--- src/hasu_map.svh ---
// Purpose: Constants for the hex/text conversion and single-bit shift unit
// Assumes: 16-bit controller register words
// Notes:   Included by the package and the unit itself
`ifndef HASU_MAP_SVH
`define HASU_MAP_SVH

// Word, address and table size widths
`define HASU_WORD_W       16
`define HASU_ADDR_W       16
`define HASU_SIZE_W       7

// Allowed table sizes
`define HASU_TO_TEXT_MAX  7'h20
`define HASU_TO_HEX_MAX   7'h40
`define HASU_IDX_SIZE     7'h01

// Character codes accepted as hex digits, and digit conversion constants
`define HASU_CHR_0        8'h30
`define HASU_CHR_9        8'h39
`define HASU_CHR_A        8'h41
`define HASU_CHR_F        8'h46
`define HASU_CHR_BIAS     4'h9
`define HASU_DIGIT_TEN    4'hA

// Reset values of the flags and result
`define HASU_FLAG_RST     1'b0
`define HASU_RESULT_RST   16'h0000

`endif

--- src/hasu_pkg.sv ---
// Purpose: Types shared by the hex/text conversion and shift unit
// Assumes: hasu_map.svh is on the include path
// Notes:   Request and memory port travel as packed structs
`default_nettype none
`include "hasu_map.svh"

package hasu_pkg;

    typedef enum logic [2:0] {
        HASU_TEST,
        HASU_RSHIFT,
        HASU_LSHIFT,
        HASU_TO_TEXT,
        HASU_TO_HEX
    } hasu_op_t;

    typedef enum logic [2:0] {
        ST_IDLE,
        ST_VRD,
        ST_VWT,
        ST_VCHK,
        ST_RD,
        ST_WT,
        ST_GET,
        ST_WR2
    } hasu_state_t;

    // One instruction as issued by the scan sequencer
    typedef struct packed {
        hasu_op_t                  op;
        logic                      cond;
        logic                      src_indexed;
        logic [`HASU_SIZE_W-1:0]   size;
        logic [`HASU_ADDR_W-1:0]   src_addr;
        logic [`HASU_ADDR_W-1:0]   dst_addr;
        logic [`HASU_WORD_W-1:0]   word_a;
        logic [`HASU_WORD_W-1:0]   word_b;
    } hasu_req_t;

    // Request toward the register memory
    typedef struct packed {
        logic                      rd;
        logic                      wr;
        logic [`HASU_ADDR_W-1:0]   addr;
        logic [`HASU_WORD_W-1:0]   wdata;
    } hasu_mem_t;

endpackage : hasu_pkg
`default_nettype wire

--- src/hasu_unit.sv ---
// Purpose: Executes bit test, single-bit shifts and hex/text table conversion
// Assumes: Register memory answers a read one cycle after it sees o_mem.rd
// Notes:   One instruction at a time; i_start is ignored while busy
`timescale 1ns/1ps
`default_nettype none
`include "hasu_map.svh"

module hasu_unit
    import hasu_pkg::*;
(
    // Clock and reset
    input  wire logic                    i_clk_sys,
    input  wire logic                    i_rst_n,
    // Instruction issue
    input  wire logic                    i_start,
    input  wire hasu_req_t               i_req,
    input  wire logic                    i_err_clr,
    // Instruction status
    output logic                         o_busy,
    output logic                         o_done,
    output logic                         o_out,
    output logic [`HASU_WORD_W-1:0]      o_result,
    // Flags
    output logic                         o_carry_flag,
    output logic                         o_operation_error_flag,
    output logic                         o_boundary_error_flag,
    // Register memory
    output var hasu_mem_t                o_mem,
    input  wire logic [`HASU_WORD_W-1:0] i_mem_rdata
);

    function automatic logic [7:0] nib_to_text(input logic [3:0] nib);
        if (nib < `HASU_DIGIT_TEN) begin
            return `HASU_CHR_0 + {4'h0, nib};
        end
        return `HASU_CHR_A + {4'h0, nib - `HASU_DIGIT_TEN};
    endfunction : nib_to_text

    function automatic logic [3:0] text_to_nib(input logic [7:0] chr);
        if (chr <= `HASU_CHR_9) begin
            return chr[3:0];
        end
        return chr[3:0] + `HASU_CHR_BIAS;
    endfunction : text_to_nib

    function automatic logic text_ok(input logic [7:0] chr);
        return ((chr >= `HASU_CHR_0) && (chr <= `HASU_CHR_9)) ||
               ((chr >= `HASU_CHR_A) && (chr <= `HASU_CHR_F));
    endfunction : text_ok

    function automatic logic [`HASU_ADDR_W-1:0] adr_add(
        input logic [`HASU_ADDR_W-1:0] base,
        input logic [`HASU_SIZE_W-1:0] off);
        return base + {{(`HASU_ADDR_W-`HASU_SIZE_W){1'b0}}, off};
    endfunction : adr_add

    hasu_state_t               st_q,     st_d;
    hasu_req_t                 req_q,    req_d;
    hasu_mem_t                 mem_q,    mem_d;
    logic [`HASU_SIZE_W-1:0]   k_q,      k_d;
    logic [`HASU_WORD_W-1:0]   word_q,   word_d;
    logic [7:0]                acc_q,    acc_d;
    logic [`HASU_WORD_W-1:0]   res_q,    res_d;
    logic                      out_q,    out_d;
    logic                      carry_q,  carry_d;
    logic                      err_q,    err_d;
    logic                      bnd_q,    bnd_d;
    logic                      done_q,   done_d;
    logic                      err_set;
    logic                      bnd_set;

    // Decoding of the issued instruction
    wire logic                    idle      = (st_q == ST_IDLE);
    wire logic                    take      = i_start && idle;
    wire logic [`HASU_SIZE_W-1:0] size_max  = (i_req.op == HASU_TO_TEXT) ? `HASU_TO_TEXT_MAX
                                                                         : `HASU_TO_HEX_MAX;
    wire logic                    bad_size  = (i_req.size == '0) ||
                                              (i_req.size > size_max) ||
                                              (i_req.src_indexed &&
                                               (i_req.size != `HASU_IDX_SIZE));
    wire logic                    last      = (k_q == req_q.size - `HASU_IDX_SIZE);
    wire logic                    chars_ok  = text_ok(i_mem_rdata[7:0]) &&
                                              text_ok(i_mem_rdata[15:8]);
    wire logic [`HASU_WORD_W-1:0] shr_val   = {1'b0, i_req.word_a[15:1]};
    wire logic [`HASU_WORD_W-1:0] shl_val   = {i_req.word_a[14:0], 1'b0};
    wire logic [`HASU_SIZE_W-1:0] k_twice   = {k_q[`HASU_SIZE_W-2:0], 1'b0};
    wire logic [`HASU_SIZE_W-1:0] k_half    = {1'b0, k_q[`HASU_SIZE_W-1:1]};
    wire logic [7:0]              pair_nibs = {text_to_nib(i_mem_rdata[7:0]),
                                               text_to_nib(i_mem_rdata[15:8])};

    always_comb begin
        st_d    = st_q;
        req_d   = req_q;
        mem_d   = '0;
        k_d     = k_q;
        word_d  = word_q;
        acc_d   = acc_q;
        res_d   = res_q;
        out_d   = out_q;
        carry_d = carry_q;
        done_d  = 1'b0;
        err_set = 1'b0;
        bnd_set = 1'b0;
        case (st_q)
            ST_IDLE: begin
                if (take) begin
                    req_d = i_req;
                    k_d   = '0;
                    if (!i_req.cond) begin
                        out_d  = 1'b0;
                        done_d = 1'b1;
                    end else begin
                        case (i_req.op)
                            HASU_TEST: begin
                                out_d  = |(i_req.word_a & i_req.word_b);
                                done_d = 1'b1;
                            end
                            HASU_RSHIFT: begin
                                res_d   = shr_val;
                                carry_d = i_req.word_a[0];
                                out_d   = shr_val[0];
                                done_d  = 1'b1;
                            end
                            HASU_LSHIFT: begin
                                res_d   = shl_val;
                                carry_d = i_req.word_a[15];
                                out_d   = shl_val[15];
                                done_d  = 1'b1;
                            end
                            HASU_TO_TEXT, HASU_TO_HEX: begin
                                if (bad_size) begin
                                    bnd_set = 1'b1;
                                    out_d   = 1'b0;
                                    done_d  = 1'b1;
                                end else begin
                                    out_d = 1'b0;
                                    st_d  = (i_req.op == HASU_TO_HEX) ? ST_VRD : ST_RD;
                                end
                            end
                            default: begin
                                out_d  = 1'b0;
                                done_d = 1'b1;
                            end
                        endcase
                    end
                end
            end
            // Whole table checked before any write, so a bad code leaves memory untouched
            ST_VRD: begin
                mem_d.rd   = 1'b1;
                mem_d.addr = adr_add(req_q.src_addr, k_q);
                st_d       = ST_VWT;
            end
            ST_VWT: begin
                st_d = ST_VCHK;
            end
            ST_VCHK: begin
                if (!chars_ok) begin
                    err_set = 1'b1;
                    out_d   = 1'b0;
                    done_d  = 1'b1;
                    st_d    = ST_IDLE;
                end else if (last) begin
                    k_d  = '0;
                    st_d = ST_RD;
                end else begin
                    k_d  = k_q + `HASU_IDX_SIZE;
                    st_d = ST_VRD;
                end
            end
            ST_RD: begin
                mem_d.rd   = 1'b1;
                mem_d.addr = adr_add(req_q.src_addr, k_q);
                st_d       = ST_WT;
            end
            ST_WT: begin
                st_d = ST_GET;
            end
            ST_GET: begin
                if (req_q.op == HASU_TO_TEXT) begin
                    word_d      = i_mem_rdata;
                    mem_d.wr    = 1'b1;
                    mem_d.addr  = adr_add(req_q.dst_addr, k_twice);
                    mem_d.wdata = {nib_to_text(i_mem_rdata[11:8]),
                                   nib_to_text(i_mem_rdata[15:12])};
                    st_d        = ST_WR2;
                end else if (!k_q[0]) begin
                    acc_d = pair_nibs;
                    if (last) begin
                        // Odd size: lower two digits have no source, left as zero
                        mem_d.wr    = 1'b1;
                        mem_d.addr  = adr_add(req_q.dst_addr, k_half);
                        mem_d.wdata = {pair_nibs, 8'h00};
                        out_d       = 1'b1;
                        done_d      = 1'b1;
                        st_d        = ST_IDLE;
                    end else begin
                        k_d  = k_q + `HASU_IDX_SIZE;
                        st_d = ST_RD;
                    end
                end else begin
                    mem_d.wr    = 1'b1;
                    mem_d.addr  = adr_add(req_q.dst_addr, k_half);
                    mem_d.wdata = {acc_q, pair_nibs};
                    if (last) begin
                        out_d  = 1'b1;
                        done_d = 1'b1;
                        st_d   = ST_IDLE;
                    end else begin
                        k_d  = k_q + `HASU_IDX_SIZE;
                        st_d = ST_RD;
                    end
                end
            end
            ST_WR2: begin
                mem_d.wr    = 1'b1;
                mem_d.addr  = adr_add(req_q.dst_addr, k_twice + `HASU_IDX_SIZE);
                mem_d.wdata = {nib_to_text(word_q[3:0]), nib_to_text(word_q[7:4])};
                if (last) begin
                    out_d  = 1'b1;
                    done_d = 1'b1;
                    st_d   = ST_IDLE;
                end else begin
                    k_d  = k_q + `HASU_IDX_SIZE;
                    st_d = ST_RD;
                end
            end
            default: begin
                st_d = ST_IDLE;
            end
        endcase
        // A new error outranks a clear in the same cycle
        err_d = err_set | (err_q & ~i_err_clr);
        bnd_d = bnd_set | (bnd_q & ~i_err_clr);
    end

    always_ff @(posedge i_clk_sys) begin
        if (!i_rst_n) begin
            st_q    <= ST_IDLE;
            req_q   <= '0;
            mem_q   <= '0;
            k_q     <= '0;
            word_q  <= '0;
            acc_q   <= '0;
            res_q   <= `HASU_RESULT_RST;
            out_q   <= `HASU_FLAG_RST;
            carry_q <= `HASU_FLAG_RST;
            err_q   <= `HASU_FLAG_RST;
            bnd_q   <= `HASU_FLAG_RST;
            done_q  <= 1'b0;
        end else begin
            st_q    <= st_d;
            req_q   <= req_d;
            mem_q   <= mem_d;
            k_q     <= k_d;
            word_q  <= word_d;
            acc_q   <= acc_d;
            res_q   <= res_d;
            out_q   <= out_d;
            carry_q <= carry_d;
            err_q   <= err_d;
            bnd_q   <= bnd_d;
            done_q  <= done_d;
        end
    end

    assign o_busy                 = !idle;
    assign o_done                 = done_q;
    assign o_out                  = out_q;
    assign o_result               = res_q;
    assign o_carry_flag           = carry_q;
    assign o_operation_error_flag = err_q;
    assign o_boundary_error_flag  = bnd_q;
    assign o_mem                  = mem_q;

    // Checks
    property p_test;
        @(posedge i_clk_sys) disable iff (!i_rst_n)
        take && i_req.cond && i_req.op == HASU_TEST
        |=> o_done && (o_out == |($past(i_req.word_a) & $past(i_req.word_b)));
    endproperty
    a_test: assert property (p_test) else $error("bit test output wrong");

    property p_shr;
        @(posedge i_clk_sys) disable iff (!i_rst_n)
        take && i_req.cond && i_req.op == HASU_RSHIFT
        |=> o_result == ($past(i_req.word_a) >> 1) && o_carry_flag == $past(i_req.word_a[0]);
    endproperty
    a_shr: assert property (p_shr) else $error("right shift result or carry wrong");

    property p_shr_out;
        @(posedge i_clk_sys) disable iff (!i_rst_n)
        take && i_req.cond && i_req.op == HASU_RSHIFT |=> o_out == o_result[0];
    endproperty
    a_shr_out: assert property (p_shr_out) else $error("right shift output wrong");

    property p_shl;
        @(posedge i_clk_sys) disable iff (!i_rst_n)
        take && i_req.cond && i_req.op == HASU_LSHIFT
        |=> o_result == ($past(i_req.word_a) << 1) && o_carry_flag == $past(i_req.word_a[15]);
    endproperty
    a_shl: assert property (p_shl) else $error("left shift result or carry wrong");

    property p_shl_out;
        @(posedge i_clk_sys) disable iff (!i_rst_n)
        take && i_req.cond && i_req.op == HASU_LSHIFT |=> o_out == o_result[15];
    endproperty
    a_shl_out: assert property (p_shl_out) else $error("left shift output wrong");

    property p_off;
        @(posedge i_clk_sys) disable iff (!i_rst_n)
        take && !i_req.cond && !i_err_clr
        |=> o_done && !o_out && $stable(o_carry_flag) && $stable(o_operation_error_flag);
    endproperty
    a_off: assert property (p_off) else $error("disabled instruction changed state");

    property p_bound;
        @(posedge i_clk_sys) disable iff (!i_rst_n)
        take && i_req.cond && (i_req.op == HASU_TO_TEXT || i_req.op == HASU_TO_HEX) &&
        i_req.src_indexed && i_req.size > `HASU_IDX_SIZE
        |=> o_boundary_error_flag && o_done && !o_out && !o_busy;
    endproperty
    a_bound: assert property (p_bound) else $error("indexed table size not refused");

    property p_text_msd;
        @(posedge i_clk_sys) disable iff (!i_rst_n)
        o_mem.wr && req_q.op == HASU_TO_TEXT && st_q == ST_WR2
        |-> o_mem.wdata[7:0] == nib_to_text(word_q[15:12]) &&
            o_mem.wdata[15:8] == nib_to_text(word_q[11:8]);
    endproperty
    a_text_msd: assert property (p_text_msd) else $error("hex to text digit order wrong");

    property p_bad_char;
        @(posedge i_clk_sys) disable iff (!i_rst_n)
        st_q == ST_VCHK && !chars_ok
        |=> o_operation_error_flag && !o_out && o_done ##1 !o_mem.wr;
    endproperty
    a_bad_char: assert property (p_bad_char) else $error("bad character not flagged");

    property p_no_early_write;
        @(posedge i_clk_sys) disable iff (!i_rst_n)
        (st_q == ST_VWT || st_q == ST_VCHK || st_q == ST_VRD) |-> !o_mem.wr;
    endproperty
    a_no_early_write: assert property (p_no_early_write) else $error("write during check");

    c_text_done: cover property (@(posedge i_clk_sys) disable iff (!i_rst_n)
        o_done && o_out && req_q.op == HASU_TO_TEXT);
    c_hex_done: cover property (@(posedge i_clk_sys) disable iff (!i_rst_n)
        o_done && o_out && req_q.op == HASU_TO_HEX);
    c_hex_err: cover property (@(posedge i_clk_sys) disable iff (!i_rst_n)
        st_q == ST_VCHK && !chars_ok);
    c_shr_carry: cover property (@(posedge i_clk_sys) disable iff (!i_rst_n)
        take && i_req.cond && i_req.op == HASU_RSHIFT && i_req.word_a[0]);

endmodule : hasu_unit
`default_nettype wire

--- config.mk ---
export PLATFORM = sky130hd
export DESIGN_NAME = hasu_unit
export DESIGN_NICKNAME = d
export VERILOG_FILES = /design/src/hasu_pkg.sv /design/src/hasu_unit.sv
export VERILOG_INCLUDE_DIRS = /design/src
export SDC_FILE = /design/constraint.sdc
export NUM_CORES = 1
export LEC_CHECK = 0
export ABC_AREA = 1
export BUFFER_PORTS_ARGS = -buffer_cell sky130_fd_sc_hd__buf_2
export CORE_UTILIZATION = 52
export CTS_BUF_LIST = sky130_fd_sc_hd__clkbuf_16
export CTS_CLUSTER_DIAMETER = 30
export DETAILED_ROUTE_END_ITERATION = 6
export GPL_ROUTABILITY_DRIVEN = 0
export PLACE_DENSITY = 0.78
export SLEW_MARGIN = 30
export SYNTH_ARGS = -nofsm -noshare
export SYNTH_HDL_FRONTEND = slang
export SYNTH_SLANG_ARGS = --single-unit
export TNS_END_PERCENT = 20
--- constraint.sdc ---
create_clock -name i_clk_sys -period 1.9 [get_ports i_clk_sys]
set_input_delay 0.38 -clock i_clk_sys [delete_from_list [all_inputs] [get_ports i_clk_sys]]
set_output_delay 0.38 -clock i_clk_sys [all_outputs]
set_load 0.05 [all_outputs]
Word level (Yosys, flattened, before mapping)
Cells that the tools add are included.
{ "totals": {"register_bits": 123, "in_bits": 96, "out_inout_bits": 56, "wordCells": 185} }
{ "op_classes": {"n_addsub": 21, "magnitude_cmp": 13, "n_eq_ne": 23, "mux": 73, "n_bitwise": 8, "n_reduce_logical": 28} }
{ "op_table": {"columns": ["cell", "n"], "rows": [
  ["$mux W33", 3],
  ["$mux W8", 8],
  ["$pmux W16 S2", 2],
  ["$mux W7", 9],
  ["$add A16 B7 Y16", 3],
  ["$pmux W16 S3", 1],
  ["$add A7 B4 Y8 const A", 4],
  ["$mux W1", 30],
  ["$add A6 B4 Y7 const A", 4],
  ["$pmux W7 S4", 1],
  ["$mux W3", 9],
  ["$pmux W3 S8", 1],
  ["$add A16 B6 Y16", 1],
  ["$and A16 B16 Y16", 1],
  ["$ge A8 B6 Y1 const B", 2],
  ["$ge A8 B7 Y1 const B", 2],
  ["$le A8 B6 Y1 const B", 2],
  ["$le A8 B7 Y1 const B", 2],
  ["$lt A4 B4 Y1 const B", 4],
  ["$mux W4", 4],
  ["$reduce_or A16 Y1", 1],
  ["$sub A4 B4 Y4 const B", 4],
  ["$eq A3 B2 Y1 const B", 5],
  ["$eq A3 B3 Y1 const B", 5],
  ["28 further kinds", 58]
]} }

Longest topological paths before layout
{ "depth": {"ltp_word": 11, "depth_mapped": 16, "ltp_nobuf": 16} }

Worst setup path after synthesis
OpenSTA, ideal clock, no wires.
{ "synth_path": {"kind": "flip-flop to flip-flop", "start": "register k_q[0]", "end": "register mem_q, in the netlist o_mem[29]", "setup_ns": 0.134, "arrival_ns": 1.839, "setup_slack_ns": -0.072, "stages_incl_launch_ff": 14, "n_path_buf": 0, "synth_period_minus_slack_ns": 1.972, "cell_sequence": "dfxtp_1 > ha_1 > inv_1 > fa_1 > o21ai_1 > nor2_1 > inv_1 > nand2_1 > nand2_1 > nand3_1 > nand3_1 > nand2_1 > inv_1 > a21oi_1"} }
{ "synth_between": {"elab_chain_cells": 5, "word_cells_on_any_way": 9} }
{ "synth_rtl": {"columns": ["item", "line_no", "text"], "rows": [
  ["start, declared", "hasu_unit.sv:60", "logic [`HASU_SIZE_W-1:0] k_q, k_d;"],
  ["start signal, assigned", "hasu_unit.sv:255", "k_q <= k_d;"],
  ["branches (longest 4 deep; another with $add A16 B7 Y16)", null, null],
  ["$pmux W16 S3 *", "hasu_unit.sv:104", "case (st_q)"],
  ["end signal, assigned", "hasu_unit.sv:254", "mem_q <= mem_d;"],
  ["end, declared", "hasu_unit.sv:59", "hasu_mem_t mem_q, mem_d;"]
]} }
Mark *: on every way between the ends.
A chain may end at the register's enable or synchronous reset.

Final worst setup path
{ "layout_path": {"start": "register k_q[1]", "end": "register mem_q, in the netlist o_mem[21]"} }
{ "layout_between": {"elab_chain_cells": 5, "word_cells_on_any_way": 10} }
{ "layout_rtl": {"columns": ["item", "line_no"], "rows": [
  ["branches (longest 4 deep; another with $add A16 B7 Y16)", null],
  ["$pmux W16 S3 *", "hasu_unit.sv:104"]
]} }
Marks and branches as above.

==> qor.csv <==
metric,value,unit
I/O Buffers,151,
Area contributors post-synth,"dfxtp_1 (29%), nand2_1 (14%), o21ai_0 (7.0%)",
Synth Register Bits,123,
Max transition margin,64.5,%
complex-gate fraction of the synthesized area,17.7,%
PwrDens,638,nW/um^2
Final Critical Period,2.02,ns
multi-input combinational cell area,5580,um^2
CP endpoint kind,register,
Overall Global Routing Usage,31.7,%
setup violators final,15,
most common cell in the synthesized netlist,nand2_1,
Via density,5.46,
P_leak,5.51,nW
vias in the first global route,9046,
Clock Skew,0.00903,ns
Least-Margin Pin Slew,0.528,ns
HPWL Detailed,19100,um
I/O pin count,152,
register area,2490,um^2
"Data arrival, critical path",2.32,ns
Post-Syn Instances,1324,
post-synth top area share,28.9,%
Root Buffer,clkbuf_16,
1st-iter DRT viols,793,
max-slew violation count,0,
synthesized area per cell,6.44,um^2
Hold/Removal Path Class,in -> reg,
Die Ht,130,um
Post-Synth Simple-Gate Area,31.9,%
MaxCap Viol Count,0,
Adder-Cell Fraction of Synth Area,7.69,%
global-route wire length before repair,42400,um
ys async rst share,0,%
period utilisation layout,106,%
hold_buf cts,0,
ys flop type,dfxtp_1,
Detailed Route WL,26500,um
Post-Synthesis Cell Area,8530,um^2
"Seq/Total Area, Yosys",28.9,%
CTS buffer count,17,
CTS tree,yes,
post-route cell area,11300,um^2
cell accounting for the most synthesized area,dfxtp_1,
"Max FO, Critical Path",7,
post-synthesis xor/xnor area fraction,3.59,%
maximum VDD drop,0.000660,V
RSZ-0062 raised after global routing,yes,
row cnt,46,
Final Hold Fails,0,
Worst-path clk slew,0.06,ns
Vias,9840,
Initial Util,53.5,%
DR DRC count,0,
layout cells sized above 1,28.2,%
Layout Nets,1720,
Max Freq,496,MHz
Startpoint Class,register,
remaining global-route overflow,0,
"Req. time, crit path",2.20,ns
post-synth net total,1470,
Die Span X,130,um
Area Growth Syn to Fin,32.7,%
worst-skew pair later-pin latency,0.43,ns
crit path kind,reg -> reg,
Routed Antenna Nets,0,
clock tree buffer depth,2,
initial antenna violation count,0,
status,"finished, violations left",
setup ws final,-0.117,ns
largest net degree at the start of global routing,60,
count of different cell masters after synthesis,53,
violated checks,setup timing,
H-tree depth,4,
Post-synth EDFFs,0,
hold slack,0.175,ns
Fill cells,1285,
warnings from Yosys,0,
largest family of logic cells by synthesized area,simple AND/OR/NAND/NOR gates,
DP Area,10200,um^2
clock sink total,123,
mux share of post-synthesis cell area,0,%
Commonest cells post-synth,"nand2_1 (310), inv_1 (155), nor2_1 (128)",
Avg WL per Cell,14.7,um
drt first pass iters,7,
total core area,15900,um^2
Die ar.,16900,um^2
antenna cells,0,
[sequential cells by signal, summed over array words and instances (netlist names)]
name                    cells
acc_q                       8
k_q                         7
o_boundary_error_flag       1
o_carry_flag                1
o_done                      1
o_mem                      34
o_operation_error_flag      1
o_out                       1
o_result                   16
req_q                      42
st_q                        3
word_q                      8
[cells in the final DEF, fill, tap and decap left out, drive strengths merged, types with 2 or more instances in the layout]
master    count
xnor2        12
clkbuf       17
nand3       106
a221oi        2
a21oi       101
nand3b        4
a31oi        22
dfxtp       123
buf         279
ha           46
a211oi        5
nor3         15
nand2       320
inv         173
a21o          2
clkinvlp      3
o211ai        7
fa            4
clkinv        5
o21ai       124
or2           3
o22ai         3
nand4        32
nor2        139
xor2         23
nor4          2
o31ai         2
a22oi         2
[path summary, 6_finish.rpt]
path	slack (ns)	depth (start not counted)	startpoint	end
min reg2reg	0.46	2	acc_q[3]$_SDFFE_PN0P_	acc_q[3]$_SDFFE_PN0P_
max	-0.12	10	k_q[1]$_SDFFE_PN0P_	o_mem[21]$_SDFF_PN0_
max reg2reg	-0.12	10	k_q[1]$_SDFFE_PN0P_	o_mem[21]$_SDFF_PN0_
min	0.18	3	i_req[56]	req_q[56]$_SDFFE_PN0P_
[cell families (layout without fill, tap and decap cells)]
family                   Yosys count  in the layout
AND/OR/NAND/NOR                  623            623
AO/OA/AOI/OAI                    278            278
buffers and inverters            215            478
flip-flops                       123            123
adder cells (fa/ha/maj)           50             50
XOR/XNOR                          35             35
[per-layer routing]
| metal | track usage [%] | up-vias | wire length [um] |
|---|---|---|---|
| li1 | - | 4872 | - |
| met1 | 39.8 | 4470 | 11100 |
| met2 | 53.8 | 448 | 12800 |
| met3 | 6.31 | 50 | 2020 |
| met4 | 10.7 | 0 | 656 |
| met5 | 0 | - | 0 |
[worst max-delay path, stage by stage (launching register included)]
cell and delay [ns]:
dfxtp_2 0.33, buf_6 0.14, inv_1 0.16, fa_2 0.35, o21ai_4 0.10, nor2_2 0.16
inv_2 0.06, o21ai_0 0.15, nor2_1 0.09, nor3_2 0.27, a21oi_2 0.10
[power breakdown]
part	leakage, nW	switching [mW]	internal [mW]	total, mW
registers	1.01	0.103	2.67	2.78
clock network	0.269	1.30	1.82	3.11
logic	4.23	0.776	0.554	1.33
total	5.51	2.18	5.04	7.22
[final cells by class]
| type | count | share of cell area (%) |
|---|---|---|
| Clock buffer | 17 | 3.76 |
| Inverter | 167 | 5.67 |
| Tap cell | 216 | 2.39 |
| Timing Repair Buffer | 279 | 15.7 |
| Clock inverter | 15 | 1.24 |
| Multi-Input combinational cell | 986 | 49.3 |
| Sequential cell | 123 | 22.0 |
[metrics by stage]
stage | cells | util, % | power (mW) | setup TNS [ns] | setup WS (ns)
detailed placement | 1761 | 64.3 | 4.02 | -2.40 | -0.184
global route | 1803 | 71.0 | 7.53 | -3.24 | -0.182
finish | 1803 | 71.0 | 7.22 | -0.737 | -0.117
CTS | 1794 | 68.9 | 7.16 | -0.117 | -0.0198
floorplan | 1324 | - | 3.52 | -0.0181 | -0.0181
global placement | 1761 | 64.3 | 4.00 | -1.19 | -0.114
[timing repair]
action	4_1_cts	5_1_grt
setup buffers	2	9
pin swaps	11	24
endpoints found under the hold margin	0	0
resized for setup	46	82
endpoints found under the setup margin	22	40
Power figures use the tool's default switching activity.
